`src/pkg/osw_pkg.sv`:
```
// Purpose: constants shared by the oscillator switch request block
// Assumes: AXI4-Lite register access with 32-bit data, one word per register
// Notes: source codes flagged reserved are held in a mask so a part can differ
//
// Operation
// - software writes a 3-bit requested source and PLL choice in bits 6..4 of the request word.
// - software writes a 4-bit requested divider in bits 3..0 of the request word.
// - a write that carries a reserved source code is dropped whole, both fields kept.
// - while the switch write enable bit is 0 the request word is read-only and keeps its reset value.
// - at reset the requested divider is 0010 when the source is 110, else 0000.
// - at reset the requested source comes from the reset source fuse bits.
// - bit 7 of both words reads as zero and ignores writes.
// - the status word shows the active source in bits 6..4, read-only.
// - the status word shows the active divider in bits 3..0, read-only.
// - at reset the active fields equal the requested fields.
// - after power-on the status shows what is in effect when user code starts.
package osw_pkg;
    localparam logic [11:0] OSW_OFS_REQUEST = 12'h000;
    localparam logic [11:0] OSW_OFS_STATUS = 12'h004;
    localparam int OSW_SRC_W = 3;
    localparam int OSW_DIV_W = 4;
    localparam int OSW_SRC_LSB = 4;
    localparam int OSW_DIV_LSB = 0;
    localparam logic [2:0] OSW_SRC_HFINT_4M = 3'h6;
    localparam logic [3:0] OSW_DIV_RST_HFINT = 4'h2;
    localparam logic [3:0] OSW_DIV_RST_OTHER = 4'h0;
    localparam logic [7:0] OSW_SRC_RESERVED_MASK = 8'h18;
    localparam logic [1:0] OSW_RESP_OKAY = 2'h0;
    localparam logic [1:0] OSW_RESP_SLVERR = 2'h2;
    localparam logic [1:0] OSW_RESP_DECERR = 2'h3;
    localparam int OSW_SETTLE_CYCLES = 8;

    typedef enum logic [1:0] {
        OSW_ST_IDLE = 2'b00,
        OSW_ST_LOAD = 2'b01,
        OSW_ST_WAIT = 2'b10,
        OSW_ST_DONE = 2'b11
    } osw_state_t;

    // reset divider follows the reset source
    function automatic logic [3:0] osw_reset_div(input logic [2:0] src);
        osw_reset_div = (src == OSW_SRC_HFINT_4M) ? OSW_DIV_RST_HFINT : OSW_DIV_RST_OTHER;
    endfunction
endpackage

```
`src/rtl/osw_sync.sv`:
```
`timescale 1ns/1ns
// Purpose: three-stage synchroniser with agreement filter for pin levels
// Assumes: input is asynchronous to clk_i
// Notes: stage one feeds only stage two
module osw_sync #(
    parameter int WIDTH = 1
) (
    // clock and reset
    input wire logic clk_i,
    input wire logic resetn_i,
    // level in and out
    input wire logic [WIDTH-1:0] async_i,
    output logic [WIDTH-1:0] sync_o
);
    logic [WIDTH-1:0] s1_r;
    logic [WIDTH-1:0] s2_r;
    logic [WIDTH-1:0] s3_r;
    logic [WIDTH-1:0] out_r;
    logic [WIDTH-1:0] out_nxt;

    // a change counts only once stages two and three agree
    always_comb begin
        out_nxt = out_r;
        if (s2_r == s3_r) begin
            out_nxt = s3_r;
        end
    end

    always_ff @(posedge clk_i or negedge resetn_i) begin
        if (!resetn_i) begin
            s1_r <= '0;
            s2_r <= '0;
            s3_r <= '0;
            out_r <= '0;
        end else begin
            s1_r <= async_i;
            s2_r <= s1_r;
            s3_r <= s2_r;
            out_r <= out_nxt;
        end
    end

    assign sync_o = out_r;
endmodule

```
`src/rtl/osw_ctrl.sv`:
```
// Local design decisions: the AXI4-Lite slave port and the address map.
`timescale 1ns/1ns
// Purpose: oscillator source and postscaler request and status registers
// Assumes: fuse and enable straps are stable levels from the configuration array
// Notes: the straps are caught by a load cycle after reset release, not by the reset itself
module osw_ctrl
    import osw_pkg::*;
#(
    parameter int ADDR_W = 12,
    parameter int SETTLE = OSW_SETTLE_CYCLES
) (
    // clock and reset
    input wire logic clk_i,
    input wire logic resetn_i,
    // configuration straps
    input wire logic [OSW_SRC_W-1:0] reset_source_fuse_i,
    input wire logic switch_write_enable_i,
    // clock generator handshake
    input wire logic osc_ready_i,
    output logic [OSW_SRC_W-1:0] clk_source_sel_o,
    output logic [OSW_DIV_W-1:0] clk_divider_sel_o,
    output logic switch_busy_o,
    output logic user_code_start_o,
    // axi4-lite write address
    input wire logic [ADDR_W-1:0] s_axi_awaddr,
    input wire logic [2:0] s_axi_awprot,
    input wire logic s_axi_awvalid,
    output logic s_axi_awready,
    // axi4-lite write data
    input wire logic [31:0] s_axi_wdata,
    input wire logic [3:0] s_axi_wstrb,
    input wire logic s_axi_wvalid,
    output logic s_axi_wready,
    // axi4-lite write response
    output logic [1:0] s_axi_bresp,
    output logic s_axi_bvalid,
    input wire logic s_axi_bready,
    // axi4-lite read address
    input wire logic [ADDR_W-1:0] s_axi_araddr,
    input wire logic [2:0] s_axi_arprot,
    input wire logic s_axi_arvalid,
    output logic s_axi_arready,
    // axi4-lite read data
    output logic [31:0] s_axi_rdata,
    output logic [1:0] s_axi_rresp,
    output logic s_axi_rvalid,
    input wire logic s_axi_rready
);
    localparam logic [7:0] SETTLE_CNT = 8'(SETTLE);

    logic osc_ready_s;
    logic wen_s;
    logic [OSW_SRC_W-1:0] fuse_s;

    // straps and the oscillator ready flag come from outside this clock
    osw_sync #(
        .WIDTH(OSW_SRC_W + 2)
    ) u_sync (
        .clk_i(clk_i),
        .resetn_i(resetn_i),
        .async_i({osc_ready_i, switch_write_enable_i, reset_source_fuse_i}),
        .sync_o({osc_ready_s, wen_s, fuse_s})
    );

    // request, active and switch state
    osw_state_t state_r, state_nxt;
    logic [OSW_SRC_W-1:0] req_src_r, req_src_nxt;
    logic [OSW_DIV_W-1:0] req_div_r, req_div_nxt;
    logic [OSW_SRC_W-1:0] act_src_r, act_src_nxt;
    logic [OSW_DIV_W-1:0] act_div_r, act_div_nxt;
    logic [7:0] cnt_r, cnt_nxt;
    logic wen_lock_r, wen_lock_nxt;
    logic pend_r, pend_nxt;

    // bus state
    logic [ADDR_W-1:0] awaddr_r, awaddr_nxt;
    logic aw_have_r, aw_have_nxt;
    logic [31:0] wdata_r, wdata_nxt;
    logic [3:0] wstrb_r, wstrb_nxt;
    logic w_have_r, w_have_nxt;
    logic bvalid_r, bvalid_nxt;
    logic [1:0] bresp_r, bresp_nxt;
    logic rvalid_r, rvalid_nxt;
    logic [1:0] rresp_r, rresp_nxt;
    logic [31:0] rdata_r, rdata_nxt;

    logic wr_fire;
    logic wr_hit_req;
    logic wr_hit_sts;
    logic [OSW_SRC_W-1:0] wr_src;
    logic [OSW_DIV_W-1:0] wr_div;
    logic wr_ok;

    // one write in flight; each channel is taken once and held until the response
    assign s_axi_awready = !aw_have_r && !bvalid_r;
    assign s_axi_wready = !w_have_r && !bvalid_r;
    assign s_axi_arready = !rvalid_r;
    assign wr_fire = aw_have_r && w_have_r && !bvalid_r;
    assign wr_hit_req = (awaddr_r[ADDR_W-1:2] == OSW_OFS_REQUEST[ADDR_W-1:2]);
    assign wr_hit_sts = (awaddr_r[ADDR_W-1:2] == OSW_OFS_STATUS[ADDR_W-1:2]);
    assign wr_src = wdata_r[OSW_SRC_LSB +: OSW_SRC_W];
    assign wr_div = wdata_r[OSW_DIV_LSB +: OSW_DIV_W];
    // low byte lane must be enabled; source code must not be reserved
    assign wr_ok = wstrb_r[0] && !OSW_SRC_RESERVED_MASK[wr_src];

    // write and read channels
    always_comb begin
        awaddr_nxt = awaddr_r;
        aw_have_nxt = aw_have_r;
        wdata_nxt = wdata_r;
        wstrb_nxt = wstrb_r;
        w_have_nxt = w_have_r;
        bvalid_nxt = bvalid_r;
        bresp_nxt = bresp_r;
        rvalid_nxt = rvalid_r;
        rresp_nxt = rresp_r;
        rdata_nxt = rdata_r;
        if (s_axi_awvalid && s_axi_awready) begin
            awaddr_nxt = s_axi_awaddr;
            aw_have_nxt = 1'b1;
        end
        if (s_axi_wvalid && s_axi_wready) begin
            wdata_nxt = s_axi_wdata;
            wstrb_nxt = s_axi_wstrb;
            w_have_nxt = 1'b1;
        end
        if (wr_fire) begin
            aw_have_nxt = 1'b0;
            w_have_nxt = 1'b0;
            bvalid_nxt = 1'b1;
            // read-only and ignored writes still answer okay, as a plain register would
            bresp_nxt = (wr_hit_req || wr_hit_sts) ? OSW_RESP_OKAY : OSW_RESP_DECERR;
        end
        if (bvalid_r && s_axi_bready) begin
            bvalid_nxt = 1'b0;
        end
        if (s_axi_arvalid && s_axi_arready) begin
            rvalid_nxt = 1'b1;
            rresp_nxt = OSW_RESP_OKAY;
            rdata_nxt = '0; // bit 7 and above always read zero
            if (s_axi_araddr[ADDR_W-1:2] == OSW_OFS_REQUEST[ADDR_W-1:2]) begin
                rdata_nxt[OSW_SRC_LSB +: OSW_SRC_W] = req_src_r;
                rdata_nxt[OSW_DIV_LSB +: OSW_DIV_W] = req_div_r;
            end else if (s_axi_araddr[ADDR_W-1:2] == OSW_OFS_STATUS[ADDR_W-1:2]) begin
                rdata_nxt[OSW_SRC_LSB +: OSW_SRC_W] = act_src_r;
                rdata_nxt[OSW_DIV_LSB +: OSW_DIV_W] = act_div_r;
            end else begin
                rresp_nxt = OSW_RESP_DECERR;
            end
        end else if (rvalid_r && s_axi_rready) begin
            rvalid_nxt = 1'b0;
        end
    end

    always_ff @(posedge clk_i or negedge resetn_i) begin
        if (!resetn_i) begin
            awaddr_r <= '0;
            aw_have_r <= 1'b0;
            wdata_r <= '0;
            wstrb_r <= '0;
            w_have_r <= 1'b0;
            bvalid_r <= 1'b0;
            bresp_r <= OSW_RESP_OKAY;
            rvalid_r <= 1'b0;
            rresp_r <= OSW_RESP_OKAY;
            rdata_r <= '0;
        end else begin
            awaddr_r <= awaddr_nxt;
            aw_have_r <= aw_have_nxt;
            wdata_r <= wdata_nxt;
            wstrb_r <= wstrb_nxt;
            w_have_r <= w_have_nxt;
            bvalid_r <= bvalid_nxt;
            bresp_r <= bresp_nxt;
            rvalid_r <= rvalid_nxt;
            rresp_r <= rresp_nxt;
            rdata_r <= rdata_nxt;
        end
    end

    // switch sequencer: load straps after release, then track requests
    always_comb begin
        state_nxt = state_r;
        req_src_nxt = req_src_r;
        req_div_nxt = req_div_r;
        act_src_nxt = act_src_r;
        act_div_nxt = act_div_r;
        cnt_nxt = cnt_r;
        wen_lock_nxt = wen_lock_r;
        pend_nxt = pend_r;
        case (state_r)
            OSW_ST_LOAD: begin
                // wait for the synchroniser to settle before trusting the straps
                if (cnt_r == SETTLE_CNT) begin
                    req_src_nxt = fuse_s;
                    req_div_nxt = osw_reset_div(fuse_s);
                    act_src_nxt = fuse_s;
                    act_div_nxt = osw_reset_div(fuse_s);
                    wen_lock_nxt = wen_s;
                    cnt_nxt = '0;
                    state_nxt = OSW_ST_IDLE; // user code may start now
                end else begin
                    cnt_nxt = cnt_r + 8'h01;
                end
            end
            OSW_ST_IDLE: begin
                if (pend_r) begin
                    pend_nxt = 1'b0;
                    state_nxt = OSW_ST_WAIT;
                end
            end
            OSW_ST_WAIT: begin
                // active fields move only once the new source reports running
                if (osc_ready_s) begin
                    state_nxt = OSW_ST_DONE;
                end
            end
            OSW_ST_DONE: begin
                act_src_nxt = req_src_r;
                act_div_nxt = req_div_r;
                state_nxt = OSW_ST_IDLE;
            end
            default: begin
                state_nxt = OSW_ST_LOAD;
            end
        endcase
        // a request written mid-switch is taken up by the next switch
        if (wr_fire && wr_hit_req && wr_ok && wen_lock_r && state_r != OSW_ST_LOAD) begin
            req_src_nxt = wr_src;
            req_div_nxt = wr_div;
            pend_nxt = 1'b1;
        end
    end

    always_ff @(posedge clk_i or negedge resetn_i) begin
        if (!resetn_i) begin
            state_r <= OSW_ST_LOAD;
            req_src_r <= '0;
            req_div_r <= '0;
            act_src_r <= '0;
            act_div_r <= '0;
            cnt_r <= '0;
            wen_lock_r <= 1'b0;
            pend_r <= 1'b0;
        end else begin
            state_r <= state_nxt;
            req_src_r <= req_src_nxt;
            req_div_r <= req_div_nxt;
            act_src_r <= act_src_nxt;
            act_div_r <= act_div_nxt;
            cnt_r <= cnt_nxt;
            wen_lock_r <= wen_lock_nxt;
            pend_r <= pend_nxt;
        end
    end

    // outputs
    assign clk_source_sel_o = req_src_r;
    assign clk_divider_sel_o = req_div_r;
    assign switch_busy_o = (state_r == OSW_ST_WAIT) || (state_r == OSW_ST_DONE) || pend_r;
    assign user_code_start_o = (state_r != OSW_ST_LOAD);
    assign s_axi_bvalid = bvalid_r;
    assign s_axi_bresp = bresp_r;
    assign s_axi_rvalid = rvalid_r;
    assign s_axi_rresp = rresp_r;
    assign s_axi_rdata = rdata_r;
endmodule

```
`config.mk`:
```
export PLATFORM = sky130hd
export DESIGN_NAME = osw_ctrl
export DESIGN_NICKNAME = d
export VERILOG_FILES = /design/src/pkg/osw_pkg.sv /design/src/rtl/osw_sync.sv /design/src/rtl/osw_ctrl.sv
export SDC_FILE = /design/constraint.sdc
export NUM_CORES = 1
export LEC_CHECK = 0
export ABC_AREA = 1
export BUFFER_PORTS_ARGS = -buffer_cell sky130_fd_sc_hd__buf_2
export CAP_MARGIN = 20
export CORE_MARGIN = 1.5
export CORE_UTILIZATION = 35
export DETAILED_ROUTE_END_ITERATION = 8
export HOLD_SLACK_MARGIN = 0.08
export SLEW_MARGIN = 25
export SYNTH_ARGS = -nofsm -noshare
export SYNTH_HDL_FRONTEND = slang
export SYNTH_HIERARCHICAL = 1
export SYNTH_SLANG_ARGS = --single-unit
```
`constraint.sdc`:
```
create_clock -name clk_i -period 2.2 [get_ports clk_i]
set_clock_uncertainty 0.2 [all_clocks]
set_input_delay 0.33 -clock clk_i [delete_from_list [all_inputs] [get_ports clk_i]]
set_output_delay 0.33 -clock clk_i [all_outputs]
set_load 0.005 [all_outputs]
```
# ---- Word-level counts from Yosys, hierarchy flattened
# Memories as Yosys holds them, arrays and structs flattened.
# Cells that the tools add are included.
dict set report totals {
  register_bits 81
  mem_bits_ro 8
  input_bits 78
  word_cells 104
  mem_count 1
}
dict set report op_classes {
  n_addsub 1
  order_cmp 1
  eq_ne 12
  mux 30
  n_reduce_logical 37
}
# memory words width read_ports rd_ports_with_merged_regs write_ports line_no
set mem_list {}
lappend mem_list {{(name not given)} 8 1 1 0 0 osw_ctrl.sv:104} ;# assign wr_ok = wstrb_r[0] && !OSW_SRC_RESERVED_MASK[wr_src];
# cell n
set ops {}
lappend ops {{equality test 10 x 1 -> 1 bit (second input constant)} 2}
lappend ops {{logical NOT 10 bit} 2}
lappend ops {{nonzero test 2 bit} 8}
lappend ops {{logical AND 1 bit} 14}
lappend ops {{2-to-1 mux 2 bit} 7}
lappend ops {{2-to-1 mux 7 bit} 2}
lappend ops {{2-to-1 mux 4 bit} 3}
lappend ops {{2-to-1 mux 1 bit} 11}
lappend ops {{2-to-1 mux 3 bit} 3}
lappend ops {{adder 8 x 1 -> 8 bit (second input constant)} 1}
lappend ops {{equality test 8 x 4 -> 1 bit (second input constant)} 1}
lappend ops {{2-to-1 mux 8 bit} 1}
lappend ops {{one-hot mux 2 bit (4 select lines)} 1}
lappend ops {{one-hot mux 4 bit (2 select lines)} 1}
lappend ops {{one-hot mux 3 bit (2 select lines)} 1}
lappend ops {{AND reduction 2 bit} 3}
lappend ops {{equality test 5 bit} 1}
lappend ops {{logical NOT 1 bit} 5}
lappend ops {{equality test 2 bit (second input constant)} 2}
lappend ops {{< comparator 3 x 4 -> 1 bit (second input constant)} 1}
lappend ops {{!= test 2 x 1 -> 1 bit (second input constant)} 2}
lappend ops {{!= test 2 bit (second input constant)} 2}
lappend ops {{equality test 3 bit (second input constant)} 1}
lappend ops {{logical OR 1 bit} 3}
lappend ops {{3 further kinds} 3}

# ---- Depth between registers and ports, before layout
dict set report logic_depth {
  word_depth 9
  depth_mapped 9
}

# ---- Cells and area by module
# The synthesis kept the hierarchy.
# module instances cells_per_inst area_each_um2 seq_area_each_um2
set modules_own_cells {}
lappend modules_own_cells {osw_ctrl 1 321 2821.5 1427.6}
lappend modules_own_cells {osw_sync 1 58 671.9 500.5}

# ---- Worst setup path after synthesis
# Ideal clock, no wire load.
dict set report synth_path {
  kind {register -> register}
  startpoint {register bvalid_r, in the netlist s_axi_bvalid}
  endpoint {register req_div_r[1], in the netlist clk_divider_sel_o[1]}
  setup_time_ns 0.117
  arrival_time_ns 1.181
  required_ns 1.883
  path_slack_ns 0.703
  path_stages_with_launch 8
  synth_period_minus_slack_ns 1.497
  cell_sequence {dfrtp_1 -> inv_2 -> nand3_2 -> nor3_4 -> nand2_4 -> buf_6 -> nand3_1 -> nand2_1}
}
dict set report synth_between {
  elab_chain_cells 8
  word_cells_on_any_way 10
  cone_classes {mux: 1; reduce/logical: 9}
}
# element line_no
set synth_lines {}
lappend synth_lines {{start: declaration} osw_ctrl.sv:81} ;# logic bvalid_r, bvalid_nxt;
lappend synth_lines {{start signal: assignment} osw_ctrl.sv:173} ;# bvalid_r <= bvalid_nxt;
lappend synth_lines {{logical NOT 1 bit *} osw_ctrl.sv:98} ;# assign wr_fire = aw_have_r && w_have_r && !bvalid_r;
lappend synth_lines {{logical AND 1 bit *} osw_ctrl.sv:98}
lappend synth_lines {{logical AND 1 bit * (4 in series)} osw_ctrl.sv:228} ;# if (wr_fire && wr_hit_req && wr_ok && wen_lock_r && state_r != OSW_ST_LOAD) begin
lappend synth_lines {{nonzero test 2 bit (no line)} --}
lappend synth_lines {{AND reduction 2 bit (no line)} --}
lappend synth_lines {{end signal: assignment} osw_ctrl.sv:248} ;# req_div_r <= req_div_nxt;
lappend synth_lines {{end: declaration} osw_ctrl.sv:68} ;# logic [OSW_DIV_W-1:0] req_div_r, req_div_nxt;
# Every way passes the cells marked *; elsewhere a longest branch is shown, timed or not.
# A chain may end at the register's enable or synchronous reset.

# ---- Worst setup path after layout
dict set report layout_path {
  startpoint {register state_r[0]}
  endpoint {output port user_code_start_o}
}
dict set report layout_between {
  elab_chain_cells 1
}
# element line_no
set layout_lines {}
lappend layout_lines {{start: declaration} osw_ctrl.sv:66} ;# osw_state_t state_r, state_nxt;
lappend layout_lines {{start signal: assignment} osw_ctrl.sv:246} ;# state_r <= state_nxt;
lappend layout_lines {{!= test 2 x 1 -> 1 bit} osw_ctrl.sv:261} ;# assign user_code_start_o = (state_r != OSW_ST_LOAD);
lappend layout_lines {{end: declaration} osw_ctrl.sv:23} ;# output logic user_code_start_o,
# No other way between the ends.

==> flow_summary.ini <==
[status]
status = finished, final reports clean

[setup_path]
cp-end-kind = output port
path_cells = nand2_4 -> buf_2
critPathKind = flip-flop to output port
timing.critical_path.slowest_stage_cell = sky130_fd_sc_hd__dfstp_2
slowest_cell_delay_on_critical_path_ns = 0.59
critical_path_required_time_ns = 1.67
crit_fanout = 7
critPathArrivalTime_ns = 1.18
crit_path_start_kind = flip-flop

[floorplan]
core_um2 = 9730
fp.dieArea_um2 = 10600
row_count = 36
io-pin-count = 128
initial_utilization = 0.359
die_height_um = 103
floorplan.die.width_um = 103

[cells_and_area]
finish.instance_area_um2 = 4310
syn2layout_area_growth_pct = 23.5
multi_input_comb_area_um2 = 1290
final_nets = 555
post-route-util = 0.443
filler_cell_count = 980
layout.cells.most_common = sky130_fd_sc_hd__nand2_1
most_frequent_cells_in_the_layout = 98 x sky130_fd_sc_hd__nand2_1, 76 x sky130_fd_sc_hd__dfrtp_1, 64 x sky130_fd_sc_hd__buf_2
stdcell_count = 613
post_route_cells_drive_above_1_share = 0.227
num_antenna_cells = 0
regArea_um2 = 1930

[placed_design]
placed_cell_area_um2 = 3850
dp_hpwl_um = 4410
place_congestion = 0.724
placed_instances = 570
numPortBuffers = 64

[pwr]
power_leakage_nw = 2.35
irDropWorstVdd_v = 0.000605
power_density_nw_per_um2 = 791

[clock_network]
tritoncts_num_sinks = 77
cts-root-buf = sky130_fd_sc_hd__clkbuf_8
post_cts_buffers = 0
clk_path_buf_depth = 2
clock_pin_slew_of_the_registers_on_the_worst_case_setup_and_hold_paths_ns = 0.09
clk_latency_ns = 0.35
htree_num_levels = 3
cts_tree = yes
cts-buffers-inserted = 9

[route]
1st_pass_router_iterations = 4
first_iter_violations = 60
drtAntennaViolNets = 0
vias_per_cell = 4.28
post-route-drc-count = 0
finalWirelength_um = 6460
num_vias = 2624
post_drt_wl_per_cell_um = 10.5

[job]
drv_cap = 0

[sta]
maximum_clock_rate_ghz = 0.585
timing.final.max_slew_violations = 0
finalCriticalPeriod_ns = 1.71
hold_viol = 0
fin_setup_tns_ns = 0
final-setup-viol-count = 0
finalCritPeriodShare = 0.777
setup_repair_after_global_routing_missed_its_margin = false

[global_routing]
grt_start_max_net_pins = 78
antenna_violations_before_repair = 0
gr-total-overflow = 0
groute.usage.overall = 0.133
grt_first_pass_wirelength_um = 11000
grt_pass1_vias = 2557

[logic_synthesis]
post_synth_and_or_nand_nor_area_fraction = 0.256
syn-mean-instance-area_um2 = 9.22
compound_gate_portion_of_the_synthesized_area = 0.0233
synth.lib_cells_used.distinct = 26
post_synth_instance_area_um2 = 3490
synth-seq-area-share = 0.552
post_synth_mux_area_share = 0.0419
number_of_warnings_reported_in_the_yosys_synthesis_log = 6
postSynthRegisterBits = 77
yosys.area_share.adder = 0.00716
synthesis.instances = 379
yosys.area_share.xor_xnor = 0.0150
synth_top_family_by_area = simple AND/OR/NAND/NOR gates

[worst_hold_path]
worstHoldPathType = flip-flop to flip-flop
## state kept, by name, indices dropped and copies added, names as in the netlist, 2 cells and up
name,flops
act_div_r,4
u_sync/sync_o,5
cnt_r,8
clk_divider_sel_o,4
u_sync/s3_r,5
state_r,2
u_sync/s1_r,5
s_axi_rdata,7
awaddr_r,10
clk_source_sel_o,3
act_src_r,3
u_sync/s2_r,5
wdata_r,7
## metal layers
| metal | GRT usage | part of all wire | wire length, um | vias up |
|---|---|---|---|---|
| met4 | 0.0499 | 0.014 | 89 | 0 |
| met1 | 0.155 | 0.47 | 3030 | 1178 |
| met5 | 0 | 0 | 0 | - |
| met3 | 0.0407 | 0.054 | 350 | 9 |
| li1 | - | - | - | 1353 |
| met2 | 0.232 | 0.46 | 2990 | 84 |
## report_power, final
part / total [mW] / switching [mW] / internal [mW]
Sequential: 1.79 / 0.137 / 1.66
Combinational: 0.607 / 0.312 / 0.295
Clock: 1.01 / 0.575 / 0.437
## cell usage after synthesis
master / number / share of area
sky130_fd_sc_hd__nand2_1: 98 / 0.11
sky130_fd_sc_hd__dfrtp_1: 76 / 0.54
sky130_fd_sc_hd__nand3_1: 46 / 0.066
sky130_fd_sc_hd__nor2_1: 39 / 0.042
sky130_fd_sc_hd__inv_1: 29 / 0.031
sky130_fd_sc_hd__buf_4: 28 / 0.060
sky130_fd_sc_hd__mux2_2: 13 / 0.042
sky130_fd_sc_hd__a21oi_1: 8 / 0.011
sky130_fd_sc_hd__o21ai_0: 7 / 0.010
sky130_fd_sc_hd__nand4_1: 5 / 0.0090
sky130_fd_sc_hd__xor2_1: 5 / 0.013
sky130_fd_sc_hd__inv_2: 3 / 0.0032
sky130_fd_sc_hd__nand2_4: 3 / 0.0097
sky130_fd_sc_hd__buf_2: 2 / 0.0029
sky130_fd_sc_hd__buf_6: 2 / 0.0064
sky130_fd_sc_hd__ha_1: 2 / 0.0072
sky130_fd_sc_hd__nand3_2: 2 / 0.0057
sky130_fd_sc_hd__nor2_2: 2 / 0.0036
sky130_fd_sc_hd__nor2_4: 2 / 0.0064
sky130_fd_sc_hd__conb_1: 1 / 0.0011
sky130_fd_sc_hd__dfstp_2: 1 / 0.0075
sky130_fd_sc_hd__nand3b_1: 1 / 0.0021
sky130_fd_sc_hd__nor3_1: 1 / 0.0014
sky130_fd_sc_hd__nor3_4: 1 / 0.0047
sky130_fd_sc_hd__o22ai_1: 1 / 0.0018
sky130_fd_sc_hd__xnor2_1: 1 / 0.0025
## critical path, delay by kind of cell, from the launching register on
| family | cells | cell delay [ns] |
|---|---|---|
| buffers and inverters | 1 | 0.14 |
| AND/OR/NAND/NOR | 1 | 0.10 |
| flip-flops | 1 | 0.59 |
## per-stage QoR
step           hold slack, ns  worst slack (ns)  total power, mW
2_1_floorplan          -0.166             0.703             2.24
3_3_place_gp            0.133             0.609             2.38
3_5_place_dp            0.135             0.577             2.40
4_1_cts                 0.156             0.461             3.47
5_1_grt                 0.162             0.377             3.65
6_report                0.154             0.490             3.41
## worst paths after layout
check / start / end / slack (ns) / depth (start not counted)
min in group asynchronous: resetn_i / awaddr_r[8]$_DFFE_PN0P_ / 0.32 / 3
worst max register to register: s_axi_bvalid$_DFFE_PN0P_ / clk_divider_sel_o[2]$_DFFE_PN0P_ / 0.56 / 7
worst min register to register: u_sync/s1_r[2]$_DFF_PN0_ / u_sync/s2_r[2]$_DFF_PN0_ / 0.15 / 0
max in group asynchronous: resetn_i / state_r[0]$_DFFE_PN1P_ / 1.10 / 3
worst min-delay path: u_sync/s1_r[2]$_DFF_PN0_ / u_sync/s2_r[2]$_DFF_PN0_ / 0.15 / 0
worst max-delay path: state_r[0]$_DFFE_PN1P_ / user_code_start_o / 0.49 / 2
## layout make-up
cell class | instances | share of cell area
multi-input combinational | 262 | 0.300
tap | 133 | 0.0386
sequential | 77 | 0.447
inverter | 32 | 0.0279
clock buffer | 9 | 0.0287
timing repair buffer | 93 | 0.143
clock inverter | 7 | 0.0148
## what timing repair did
action                                  4_1_cts  5_1_grt
gates resized for setup                       0        0
hold endpoints to repair                    102        0
hold buffers                                 27        0
endpoints found under the setup margin        0        0
## kinds of logic (layout without fill, tap and decap cells)
kind of cell    count (synthesis)  after routing
compound gates                 16             16
xor+xnor                        6              6
fa+ha+maj                       2              2
buf+inv                        64            141
flops                          77             77
mux                            13             13
other cells                     1             25
simple gates                  200            200
No activity file was read; power rests on OpenSTA's default activity.
